<file path="src/logger_modem_pkg.sv">
// Purpose: Shared constants and types for the logger-side modem port.
// Assumes: One 40 MHz reference clock; logger pins are asynchronous.
// Notes: Timing counts derive from the clock rate and the link rates.
`default_nettype none

package logger_modem_pkg;

    // Reference clock and link rates
    localparam int CLK_HZ = 40_000_000;
    localparam int BAUD_DEFAULT = 3000;
    localparam int BAUD_LEGACY = 2400;
    localparam int BIT_CYCLES_DEFAULT = CLK_HZ / BAUD_DEFAULT;
    localparam int BIT_CYCLES_LEGACY = CLK_HZ / BAUD_LEGACY;
    localparam int RATE_CNT_W = 15;

    // Address shifted in from the logger
    localparam int ADDR_BITS = 8;
    localparam int ADDR_CNT_W = 3;
    localparam logic [2:0] ADDR_LAST_BIT = 3'h7;
    localparam int ADDR_CONNECT_BIT = 7;
    localparam logic [7:0] ADDR_RESET = 8'h00;

    // Synchronised logger pins, in bus order
    localparam int PIN_COUNT = 4;
    localparam int PIN_HOST_EN = 0;
    localparam int PIN_SHIFT_CLK = 1;
    localparam int PIN_SELECT = 2;
    localparam int PIN_TXD = 3;
    localparam logic [3:0] PIN_RESET = 4'h8; // Idle pins: enable low, data line high

    // Single-letter commands, ASCII
    localparam logic [7:0] CHAR_SETUP = 8'h53;
    localparam logic [7:0] CHAR_CMD_R = 8'h52;
    localparam logic [7:0] CHAR_CMD_T = 8'h54;
    localparam logic [7:0] CHAR_CMD_F = 8'h46;
    localparam logic [7:0] CHAR_OLD_LINK = 8'h55;
    localparam int CMD_COUNT = 5;
    localparam int CMD_SETUP = 0;
    localparam int CMD_R = 1;
    localparam int CMD_T = 2;
    localparam int CMD_F = 3;
    localparam int CMD_OLD_LINK = 4;

    // Synchronous-device session states
    typedef enum logic [1:0] {
        ST_IDLE = 2'b00,
        ST_ADDR = 2'b01,
        ST_ACTIVE = 2'b10
    } sync_state_e;

endpackage

`default_nettype wire

</file>
<file path="src/pin_sync_if.sv">
// Purpose: Carries raw logger pins to the synchroniser and clean levels back.
// Assumes: Raw side is asynchronous to the reference clock.
// Notes: Bit order follows the PIN_ indices of the package.
`default_nettype none

interface pin_sync_if;
    import logger_modem_pkg::*;

    logic [PIN_COUNT-1:0] raw;
    logic [PIN_COUNT-1:0] clean;

    // Synchroniser end and user end
    modport sync_side (input raw, output clean);
    modport user_side (output raw, input clean);
endinterface

`default_nettype wire

</file>
<file path="src/pin_synchronizer.sv">
// Purpose: Three-stage synchroniser with agreement filter per logger pin.
// Assumes: Pins change slowly relative to the reference clock.
// Notes: A change counts once stages two and three agree.
`default_nettype none

module pin_synchronizer
    import logger_modem_pkg::*;
(
    // Clock and reset
    input wire logic i_ref_clk,
    input wire logic i_srst,
    // Pins in, clean levels out
    pin_sync_if.sync_side pins
);

    genvar g;
    generate
        for (g = 0; g < PIN_COUNT; g++) begin : g_pin
            logic s1_reg;
            logic s2_reg;
            logic s3_reg;
            logic level_reg;

            // Three flops; only the second reads the first
            always_ff @(posedge i_ref_clk) begin
                if (i_srst) begin
                    s1_reg <= PIN_RESET[g];
                    s2_reg <= PIN_RESET[g];
                    s3_reg <= PIN_RESET[g];
                end else begin
                    s1_reg <= pins.raw[g];
                    s2_reg <= s1_reg;
                    s3_reg <= s2_reg;
                end
            end

            // Accept a level once the last two stages agree
            always_ff @(posedge i_ref_clk) begin
                if (i_srst) begin
                    level_reg <= PIN_RESET[g];
                end else if (s2_reg == s3_reg) begin
                    level_reg <= s3_reg;
                end
            end

            assign pins.clean[g] = level_reg;
        end
    endgenerate

endmodule

`default_nettype wire

</file>
<file path="src/rate_tick_gen.sv">
// Purpose: Bit-rate enable pulse for the radio link.
// Assumes: Period counts fit RATE_CNT_W bits.
// Notes: A rate change restarts the count from zero.
`default_nettype none

module rate_tick_gen
    import logger_modem_pkg::*;
#(
    parameter int CYCLES_DEFAULT = BIT_CYCLES_DEFAULT,
    parameter int CYCLES_LEGACY = BIT_CYCLES_LEGACY
) (
    // Clock and reset
    input wire logic i_ref_clk,
    input wire logic i_srst,
    // Rate select and enable out
    input wire logic i_legacy,
    output logic o_tick
);

    localparam logic [RATE_CNT_W-1:0] LAST_DEFAULT = RATE_CNT_W'(CYCLES_DEFAULT - 1);
    localparam logic [RATE_CNT_W-1:0] LAST_LEGACY = RATE_CNT_W'(CYCLES_LEGACY - 1);

    logic [RATE_CNT_W-1:0] cnt_reg;
    logic legacy_reg;
    logic tick_reg;
    logic [RATE_CNT_W-1:0] last;

    assign last = legacy_reg ? LAST_LEGACY : LAST_DEFAULT;

    // Period counter, one pulse per bit time
    always_ff @(posedge i_ref_clk) begin
        if (i_srst) begin
            cnt_reg <= '0;
            legacy_reg <= 1'b0;
            tick_reg <= 1'b0;
        end else begin
            legacy_reg <= i_legacy;
            tick_reg <= 1'b0;
            if (legacy_reg != i_legacy || cnt_reg == last) begin
                cnt_reg <= '0;
                tick_reg <= (cnt_reg == last);
            end else begin
                cnt_reg <= cnt_reg + 1'b1;
            end
        end
    end

    assign o_tick = tick_reg;

endmodule

`default_nettype wire

</file>
<file path="src/logger_modem_sync_address_port.sv">
// Purpose: Logger-side port of a telemetry modem: ring, enable, address, gating.
// Assumes: Logger drives the shift clock; commands arrive already decoded to chars.
// Notes: Mode strap is static; select low ends a synchronous session.
`default_nettype none

// How it works
// - One static mode: host-enable or synchronous-device
// - Ring logger until host enable goes high
// - Host enable high: transparent or far-end mode
// - Addressing request drops ring, starts address
// - Sample on clock rise; done at bit eight
// - Connect command in address swaps data lines
// - Active: receiver on when select, clock high
// - Active: transmitter on when select high, clock low
// - Active: only the five letter commands act
// - Old-link before path gives 2400, else 3000
// - Remote answers detected legacy rate at that rate
module logger_modem_sync_address_port
    import logger_modem_pkg::*;
#(
    parameter int CYCLES_DEFAULT = BIT_CYCLES_DEFAULT,
    parameter int CYCLES_LEGACY = BIT_CYCLES_LEGACY
) (
    // Clock and reset
    input wire logic i_ref_clk,
    input wire logic i_srst,
    // Static configuration
    input wire logic i_sync_select_state,
    input wire logic i_far_end_position,
    // Logger pins
    input wire logic i_host_enable_line,
    input wire logic i_shift_clock_handshake,
    input wire logic i_device_select_line,
    input wire logic i_txd,
    output logic o_ring,
    output logic o_logger_rxd,
    // Modem side
    input wire logic i_ring_request,
    input wire logic i_radio_rx_data,
    input wire logic i_store_rx_data,
    input wire logic i_cmd_valid,
    input wire logic [7:0] i_cmd_char,
    input wire logic i_path_start,
    input wire logic i_legacy_detected,
    output logic o_radio_tx_data,
    output logic o_store_tx_data,
    output logic o_transparent_mode,
    output logic o_far_end_mode,
    output logic [7:0] o_address,
    output logic o_address_valid,
    output logic o_swap_lines,
    output logic o_rx_enable,
    output logic o_tx_enable,
    output logic [CMD_COUNT-1:0] o_cmd_strobe,
    output logic o_legacy_rate,
    output logic o_bit_tick
);

    pin_sync_if pins ();

    sync_state_e state_reg;
    logic ring_reg;
    logic clk_prev_reg;
    logic [ADDR_CNT_W-1:0] bit_cnt_reg;
    logic [7:0] shift_reg;
    logic addr_valid_reg;
    logic swap_reg;
    logic transparent_reg;
    logic far_end_reg;
    logic rx_en_reg;
    logic tx_en_reg;
    logic [CMD_COUNT-1:0] cmd_reg;
    logic old_link_pending_reg;
    logic legacy_reg;
    logic logger_rxd_reg;
    logic radio_txd_reg;
    logic store_txd_reg;
    logic hen;
    logic sclk;
    logic sel;
    logic txd;
    logic clk_rise;
    logic addr_request;
    logic cmd_window;
    logic [CMD_COUNT-1:0] cmd_hit;

    // Raw pins into the synchroniser
    assign pins.raw[PIN_HOST_EN] = i_host_enable_line;
    assign pins.raw[PIN_SHIFT_CLK] = i_shift_clock_handshake;
    assign pins.raw[PIN_SELECT] = i_device_select_line;
    assign pins.raw[PIN_TXD] = i_txd;

    pin_synchronizer u_sync (
        .i_ref_clk (i_ref_clk),
        .i_srst (i_srst),
        .pins (pins.sync_side)
    );

    assign hen = pins.clean[PIN_HOST_EN];
    assign sclk = pins.clean[PIN_SHIFT_CLK];
    assign sel = pins.clean[PIN_SELECT];
    assign txd = pins.clean[PIN_TXD];
    assign clk_rise = sclk && !clk_prev_reg;
    assign addr_request = i_sync_select_state && sel && sclk;

    // Shift clock edge finder on the clean level
    always_ff @(posedge i_ref_clk) begin
        if (i_srst) begin
            clk_prev_reg <= 1'b0;
        end else begin
            clk_prev_reg <= sclk;
        end
    end

    // Session state machine of the synchronous-device mode
    always_ff @(posedge i_ref_clk) begin
        if (i_srst || !i_sync_select_state) begin
            state_reg <= ST_IDLE;
        end else begin
            case (state_reg)
                ST_IDLE: begin
                    if (addr_request) begin
                        state_reg <= ST_ADDR;
                    end
                end
                ST_ADDR: begin
                    if (!sel) begin
                        state_reg <= ST_IDLE;
                    end else if (clk_rise && bit_cnt_reg == ADDR_LAST_BIT) begin
                        state_reg <= ST_ACTIVE;
                    end
                end
                ST_ACTIVE: begin
                    if (!sel) begin
                        state_reg <= ST_IDLE;
                    end
                end
                default: begin
                    state_reg <= ST_IDLE;
                end
            endcase
        end
    end

    // Address shifter, LSB arrives first
    always_ff @(posedge i_ref_clk) begin
        if (i_srst) begin
            bit_cnt_reg <= '0;
            shift_reg <= ADDR_RESET;
            addr_valid_reg <= 1'b0;
            swap_reg <= 1'b0;
        end else if (state_reg == ST_IDLE) begin
            bit_cnt_reg <= '0;
            addr_valid_reg <= 1'b0;
            swap_reg <= 1'b0;
        end else if (state_reg == ST_ADDR && sel && clk_rise) begin
            shift_reg <= {txd, shift_reg[7:1]};
            bit_cnt_reg <= bit_cnt_reg + 1'b1;
            if (bit_cnt_reg == ADDR_LAST_BIT) begin
                addr_valid_reg <= 1'b1;
                swap_reg <= txd;
            end
        end
    end

    // Ring line toward the logger
    always_ff @(posedge i_ref_clk) begin
        if (i_srst) begin
            ring_reg <= 1'b0;
        end else if (i_sync_select_state) begin
            if (state_reg != ST_IDLE || addr_request) begin
                ring_reg <= 1'b0;
            end else if (i_ring_request) begin
                ring_reg <= 1'b1;
            end
        end else if (hen) begin
            ring_reg <= 1'b0;
        end else if (i_ring_request) begin
            ring_reg <= 1'b1;
        end
    end

    // Host-enable mode: pass-through or far-end by link position
    always_ff @(posedge i_ref_clk) begin
        if (i_srst) begin
            transparent_reg <= 1'b0;
            far_end_reg <= 1'b0;
        end else begin
            transparent_reg <= !i_sync_select_state && hen && !i_far_end_position;
            far_end_reg <= !i_sync_select_state && hen && i_far_end_position;
        end
    end

    // Radio gating while a session is active
    always_ff @(posedge i_ref_clk) begin
        if (i_srst) begin
            rx_en_reg <= 1'b0;
            tx_en_reg <= 1'b0;
        end else if (!sel || state_reg != ST_ACTIVE) begin
            rx_en_reg <= 1'b0;
            tx_en_reg <= 1'b0;
        end else begin
            rx_en_reg <= sclk;
            tx_en_reg <= !sclk;
        end
    end

    // Command decoder, only the five letters act
    assign cmd_window = i_sync_select_state ? (state_reg == ST_ACTIVE) : hen;
    assign cmd_hit[CMD_SETUP] = (i_cmd_char == CHAR_SETUP);
    assign cmd_hit[CMD_R] = (i_cmd_char == CHAR_CMD_R);
    assign cmd_hit[CMD_T] = (i_cmd_char == CHAR_CMD_T);
    assign cmd_hit[CMD_F] = (i_cmd_char == CHAR_CMD_F);
    assign cmd_hit[CMD_OLD_LINK] = (i_cmd_char == CHAR_OLD_LINK);

    always_ff @(posedge i_ref_clk) begin
        if (i_srst) begin
            cmd_reg <= '0;
        end else if (i_cmd_valid && cmd_window) begin
            cmd_reg <= cmd_hit;
        end else begin
            cmd_reg <= '0;
        end
    end

    // Old-link request waits for the next path setup string
    always_ff @(posedge i_ref_clk) begin
        if (i_srst) begin
            old_link_pending_reg <= 1'b0;
        end else if (i_cmd_valid && cmd_window && cmd_hit[CMD_OLD_LINK]) begin
            old_link_pending_reg <= 1'b1; // Set wins over the path-start clear
        end else if (i_path_start) begin
            old_link_pending_reg <= 1'b0;
        end
    end

    // Link rate: legacy on old-link path or detected legacy caller
    always_ff @(posedge i_ref_clk) begin
        if (i_srst) begin
            legacy_reg <= 1'b0;
        end else if (i_legacy_detected) begin
            legacy_reg <= 1'b1;
        end else if (i_path_start) begin
            legacy_reg <= old_link_pending_reg;
        end
    end

    rate_tick_gen #(
        .CYCLES_DEFAULT (CYCLES_DEFAULT),
        .CYCLES_LEGACY (CYCLES_LEGACY)
    ) u_rate (
        .i_ref_clk (i_ref_clk),
        .i_srst (i_srst),
        .i_legacy (legacy_reg),
        .o_tick (o_bit_tick)
    );

    // Data routing, swapped through the storage module on connect
    always_ff @(posedge i_ref_clk) begin
        if (i_srst) begin
            logger_rxd_reg <= 1'b1;
            radio_txd_reg <= 1'b1;
            store_txd_reg <= 1'b1;
        end else begin
            logger_rxd_reg <= swap_reg ? i_store_rx_data : i_radio_rx_data;
            radio_txd_reg <= swap_reg ? 1'b1 : txd;
            store_txd_reg <= swap_reg ? txd : 1'b1;
        end
    end

    assign o_ring = ring_reg;
    assign o_logger_rxd = logger_rxd_reg;
    assign o_radio_tx_data = radio_txd_reg;
    assign o_store_tx_data = store_txd_reg;
    assign o_transparent_mode = transparent_reg;
    assign o_far_end_mode = far_end_reg;
    assign o_address = shift_reg;
    assign o_address_valid = addr_valid_reg;
    assign o_swap_lines = swap_reg;
    assign o_rx_enable = rx_en_reg;
    assign o_tx_enable = tx_en_reg;
    assign o_cmd_strobe = cmd_reg;
    assign o_legacy_rate = legacy_reg;
endmodule

`default_nettype wire

</file>
<file path="config.mk">
export PLATFORM = sky130hd
export DESIGN_NAME = logger_modem_sync_address_port
export DESIGN_NICKNAME = d
export VERILOG_FILES = /design/src/logger_modem_pkg.sv /design/src/pin_sync_if.sv /design/src/pin_synchronizer.sv /design/src/rate_tick_gen.sv /design/src/logger_modem_sync_address_port.sv
export SDC_FILE = /design/constraint.sdc
export NUM_CORES = 1
export LEC_CHECK = 0
export BUFFER_PORTS_ARGS = -buffer_cell sky130_fd_sc_hd__buf_2
export CAP_MARGIN = 20
export CORE_MARGIN = 5
export CORE_UTILIZATION = 50
export CTS_CLUSTER_DIAMETER = 80
export CTS_CLUSTER_SIZE = 20
export DETAILED_ROUTE_END_ITERATION = 10
export GPL_ROUTABILITY_DRIVEN = 0
export PLACE_DENSITY = 0.71
export SLEW_MARGIN = 20
export SYNTH_ARGS = -nofsm -noshare
export SYNTH_HDL_FRONTEND = slang
export SYNTH_SLANG_ARGS = --single-unit
</file>
<file path="constraint.sdc">
create_clock -name i_ref_clk -period 2.2 [get_ports i_ref_clk]
set_input_delay 0.33 -clock i_ref_clk [delete_from_list [all_inputs] [get_ports i_ref_clk]]
set_output_delay 0.33 -clock i_ref_clk [all_outputs]
set_load 0.02 [all_outputs]
</file>
==> out/results.txt <==
The count of unresolved DRC violations after routing is 0. In this run the critical register-to-register path is launched from u_rate.cnt_reg[10]$_SDFF_PP0_. The clock passes through at most 2 buffers. The mapped netlist covers 0.002404 mm2.

The cell depth of the worst hold path is 2, and the worst supply voltage drop on vdd is 0.0005334 V. The height of the die came out at 79.34 um. The run gives 0 as the count of nets left with antenna violations after detail routing.

The share of synthesized flip-flops with an asynchronous set or reset came out at 0%. The number of cells on the worst reg-to-reg path is 4. The ratio of cells with drive above 1 in the final layout is 25.85%. Summed over all layers, the global routing overflow is 0. The logs give 64 for the number of sinks driven by the clock tree and 0.32 ns for the clock latency of the later-clocked register in the worst-skew pair.

The floorplan has 25 rows. In the final timing run, aggregate negative setup slack is 0 ns. The maximum cell stage delay along the critical path is 0.53 ns, and the first-pass GRT wire length is 7693 um. The final number of hold-violating endpoints came out at 0.

Data on the critical path is required at its endpoint by 2.39 ns. The growth of design area from synthesis to finish was 19.42%. In the final design database the tool counted 314 nets. Together, buffers and inverters on the worst path number 0. Setup repair after global routing left no endpoint under its margin. The end point of the worst hold path is o_transparent_mode$_SDFF_PP0_.

Most common cell after layout, fill and taps aside: sky130_fd_sc_hd__dfxtp_1. The number of register bits inferred by synthesis was 64. For the filler cell count in the final layout, the log shows 398. After detailed routing, the average wire length per cell comes to 12.28 um. At the pin with the least slew margin, the transition time is 0.5794 ns.

Clock-pin slew was measured on the worst setup and hold paths at 0.06 ns. The tools report the total power as 2163 uW. The met1 demand-to-capacity share in global routing is 18.03%, and the pin count of the biggest net entering global routing is 26. The number of cells produced by synthesis was 236; the initial antenna violation count was 0. The worst register-to-register path ends at u_rate.cnt_reg[10]$_SDFF_PP0_. Global routing consumed, on the met3 layer, 7.256% of the routing resources.

The per-instance average area after synthesis was 10.18 um2; the die area was 0.006294 mm2. The H-tree depth is 3. For the arrival time of data at the critical path endpoint, the log shows 1.75 ns. For this design the top-level I/O count stands at 47.

The post-CTS setup buffer count is 0, and the number of pins exceeding their max-slew limit in the final report is 0. In this run the static leakage power is 0.001104 uW. The initial utilization of the core area, before any placement, comes to 51.23%. Sequential elements use 53.31% of the synthesized area. The detailed router finished its first iteration with 122 violations. The worst setup path is launched from a flip-flop. The cell chosen for the clock root is sky130_fd_sc_hd__clkbuf_8. The number of vias per cell is 5.181, and the final cycle utilization of the critical path is 70.89%.

The run finished with clean final reports. The first detailed-routing pass ran for 4 iterations. Input and output buffers added on the ports amount to 46. The routed layout has 1803 vias. For flop-to-flop paths, the worst setup slack is 0.64 ns. After floorplanning, the core was sized to cover 0.004692 mm2.

The startpoint identified for the worst hold timing path is i_far_end_position. Measured along the x axis, the die boundary spans 79.34 um. The worst setup path is captured at a flip-flop.

The worst hold-check path type was in -> reg. The maximum net fanout on the critical path works out to 10. For the number of global-route vias before repair, the log shows 1760. The run gives 4274 um as the routed wire length.

The top cell types in the final layout, fill and taps aside, are sky130_fd_sc_hd__dfxtp_1, sky130_fd_sc_hd__buf_2, sky130_fd_sc_hd__nor2_1. Global routing consumed, on the met2 layer, 25.76% of the routing resources. The shortest period the worst path allows is 1.559 ns, and the count of yosys warnings during synthesis is 0.

The setup-violating endpoint count in the final report was 0; the HPWL after detailed placement was 3063 um. The number of clock buffers added by TritonCTS is 9. Among all flip-flop cells after synthesis, the most frequent one is sky130_fd_sc_hd__dfxtp_1. For this design the ratio of total power to cell area is 753.6 mW/mm2. The cell family contributing the most delay on the critical path is compound AO/OA/AOI/OAI gates. For the worst hold-check slack, the log shows 0.1779 ns.

TritonCTS built the clock tree. The number of enable-type register cells in the synthesized netlist works out to 0. Kind of critical path: reg -> reg. The register with the most flip-flops in the layout has 15 of them. The repair_antennas step left the layout with diodes totalling 0. After clock tree synthesis, the repair step resized 0 gates. For the final database, setup skew stands at 0.004376 ns. For the global router's overall resource usage, the log shows 15.68%. Headroom to the max-slew limit came out at 60.97%. Number of distinct library cell variants in the gate-level netlist after synthesis: 43.

Most used routing layer: met2. Derived from the worst setup path, the maximum achievable clock frequency is 641.2 MHz. The number of nets produced by synthesis was 261.

The slowest stage cell on the critical path is sky130_fd_sc_hd__o311ai_4. The signal on the critical path passes through and4bb_1 > a2bb2oi_1 > o311ai_4 > nor2_1. The tools report the post-cts hold buffer count as 0. Max-cap violations in this run came to 0.
==> per-stage QoR <==
| stage | area, um2 | util [%] | setup slack (ns) | cells |
|---|---|---|---|---|
| CTS | 2870 | 61.17 | 0.6376 | 348 |
| global route | 2870 | 61.17 | 0.4865 | 348 |
| global placement | 2686 | 57.25 | 0.6820 | 332 |
| detailed placement | 2686 | 57.25 | 0.6190 | 332 |
| finish | 2870 | 61.17 | 0.6405 | 348 |
| floorplan | 2404 | - | 0.7806 | 236 |
==> final cells by class <==
class	instances	area [um2]	area share, %
well taps	54	67.56	2.354
inverters	2	7.507	0.2616
flip-flops and latches	64	1281	44.64
clock buffers	13	168.9	5.885
repair buffers	48	245.2	8.544
clock inverters	3	15.01	0.5231
multi-input cells	164	1085	37.79
==> synth_stat cells, types with 2 or more instances <==
master / count / area (um2)
sky130_fd_sc_hd__a21oi_1: 8 / 40.04
sky130_fd_sc_hd__or2_2: 3 / 18.77
sky130_fd_sc_hd__xnor2_1: 7 / 61.31
sky130_fd_sc_hd__xor2_1: 6 / 52.55
sky130_fd_sc_hd__o21ai_0: 8 / 40.04
sky130_fd_sc_hd__inv_1: 2 / 7.510
sky130_fd_sc_hd__dfxtp_1: 64 / 1281
sky130_fd_sc_hd__nand4_1: 5 / 31.28
sky130_fd_sc_hd__nand4bb_1: 2 / 22.52
sky130_fd_sc_hd__nand2_1: 16 / 60.06
sky130_fd_sc_hd__and4_1: 3 / 26.28
sky130_fd_sc_hd__nor2_1: 33 / 123.9
sky130_fd_sc_hd__nor4_1: 3 / 18.77
sky130_fd_sc_hd__a211oi_1: 2 / 15.01
sky130_fd_sc_hd__nand3_1: 5 / 25.02
sky130_fd_sc_hd__ha_1: 3 / 37.54
sky130_fd_sc_hd__nor3_1: 10 / 50.05
sky130_fd_sc_hd__nand2_2: 3 / 18.77
sky130_fd_sc_hd__nor4b_1: 2 / 17.52
sky130_fd_sc_hd__nand2b_1: 2 / 12.51
sky130_fd_sc_hd__nor2b_1: 12 / 75.07
sky130_fd_sc_hd__clkbuf_1: 5 / 18.77
sky130_fd_sc_hd__mux2i_1: 11 / 110.1
sky130_fd_sc_hd__or3_1: 2 / 12.51
==> cells by family (layout without fill, tap and decap cells) <==
kind of cell / count (synthesis) / after routing / share of synthesized area [%]
AO/OA/AOI/OAI: 25 / 25 / 8.069
multiplexers: 11 / 11 / 4.581
AND/OR/NAND/NOR: 112 / 112 / 26.18
flip-flops: 64 / 64 / 53.31
buffers and inverters: 8 / 66 / 1.562
adder cells (fa/ha/maj): 3 / 3 / 1.562
XOR/XNOR: 13 / 13 / 4.737
==> metal layers <==
| metal | share of wire (%) | vias to the layer above |
|---|---|---|
| met4 | 0.73 | 0 |
| met3 | 5.2 | 5 |
| met2 | 49 | 35 |
| met5 | 0 | - |
| li1 | - | 928 |
| met1 | 46 | 835 |
==> worst reg2reg max path, cell delays in order, from the launching register on <==
cell	delay (ns)
sky130_fd_sc_hd__dfxtp_1	0.44
sky130_fd_sc_hd__and4bb_1	0.23
sky130_fd_sc_hd__a2bb2oi_1	0.12
sky130_fd_sc_hd__o311ai_4	0.53
sky130_fd_sc_hd__nor2_1	0.11
==> power breakdown <==
part / internal [uW] / total [uW] / switching, uW
combinational: 36.3 / 84.1 / 47.7
sequential: 1180 / 1190 / 10.8
clock: 496 / 892 / 396
==> worst max-delay path by stage <==
stage                                        endpoint  slack, ns  depth (start not counted)                              startpoint
floorplan                 bit_cnt_reg[1]$_SDFFE_PP0P_       0.78                          5  u_sync.g_pin[1].level_reg$_SDFFE_PP0N_
global placement    old_link_pending_reg$_SDFFE_PP0P_       0.68                          5                     i_sync_select_state
detailed placement         o_cmd_strobe[2]$_SDFF_PP0_       0.62                          5                     i_sync_select_state
CTS                        o_cmd_strobe[2]$_SDFF_PP0_       0.64                          4               state_reg[1]$_SDFFE_PP0P_
global route             u_rate.cnt_reg[4]$_SDFF_PP0_       0.49                          4            u_rate.cnt_reg[4]$_SDFF_PP0_
finish                  u_rate.cnt_reg[10]$_SDFF_PP0_       0.64                          4           u_rate.cnt_reg[10]$_SDFF_PP0_
Power figures use the tool's default switching activity.
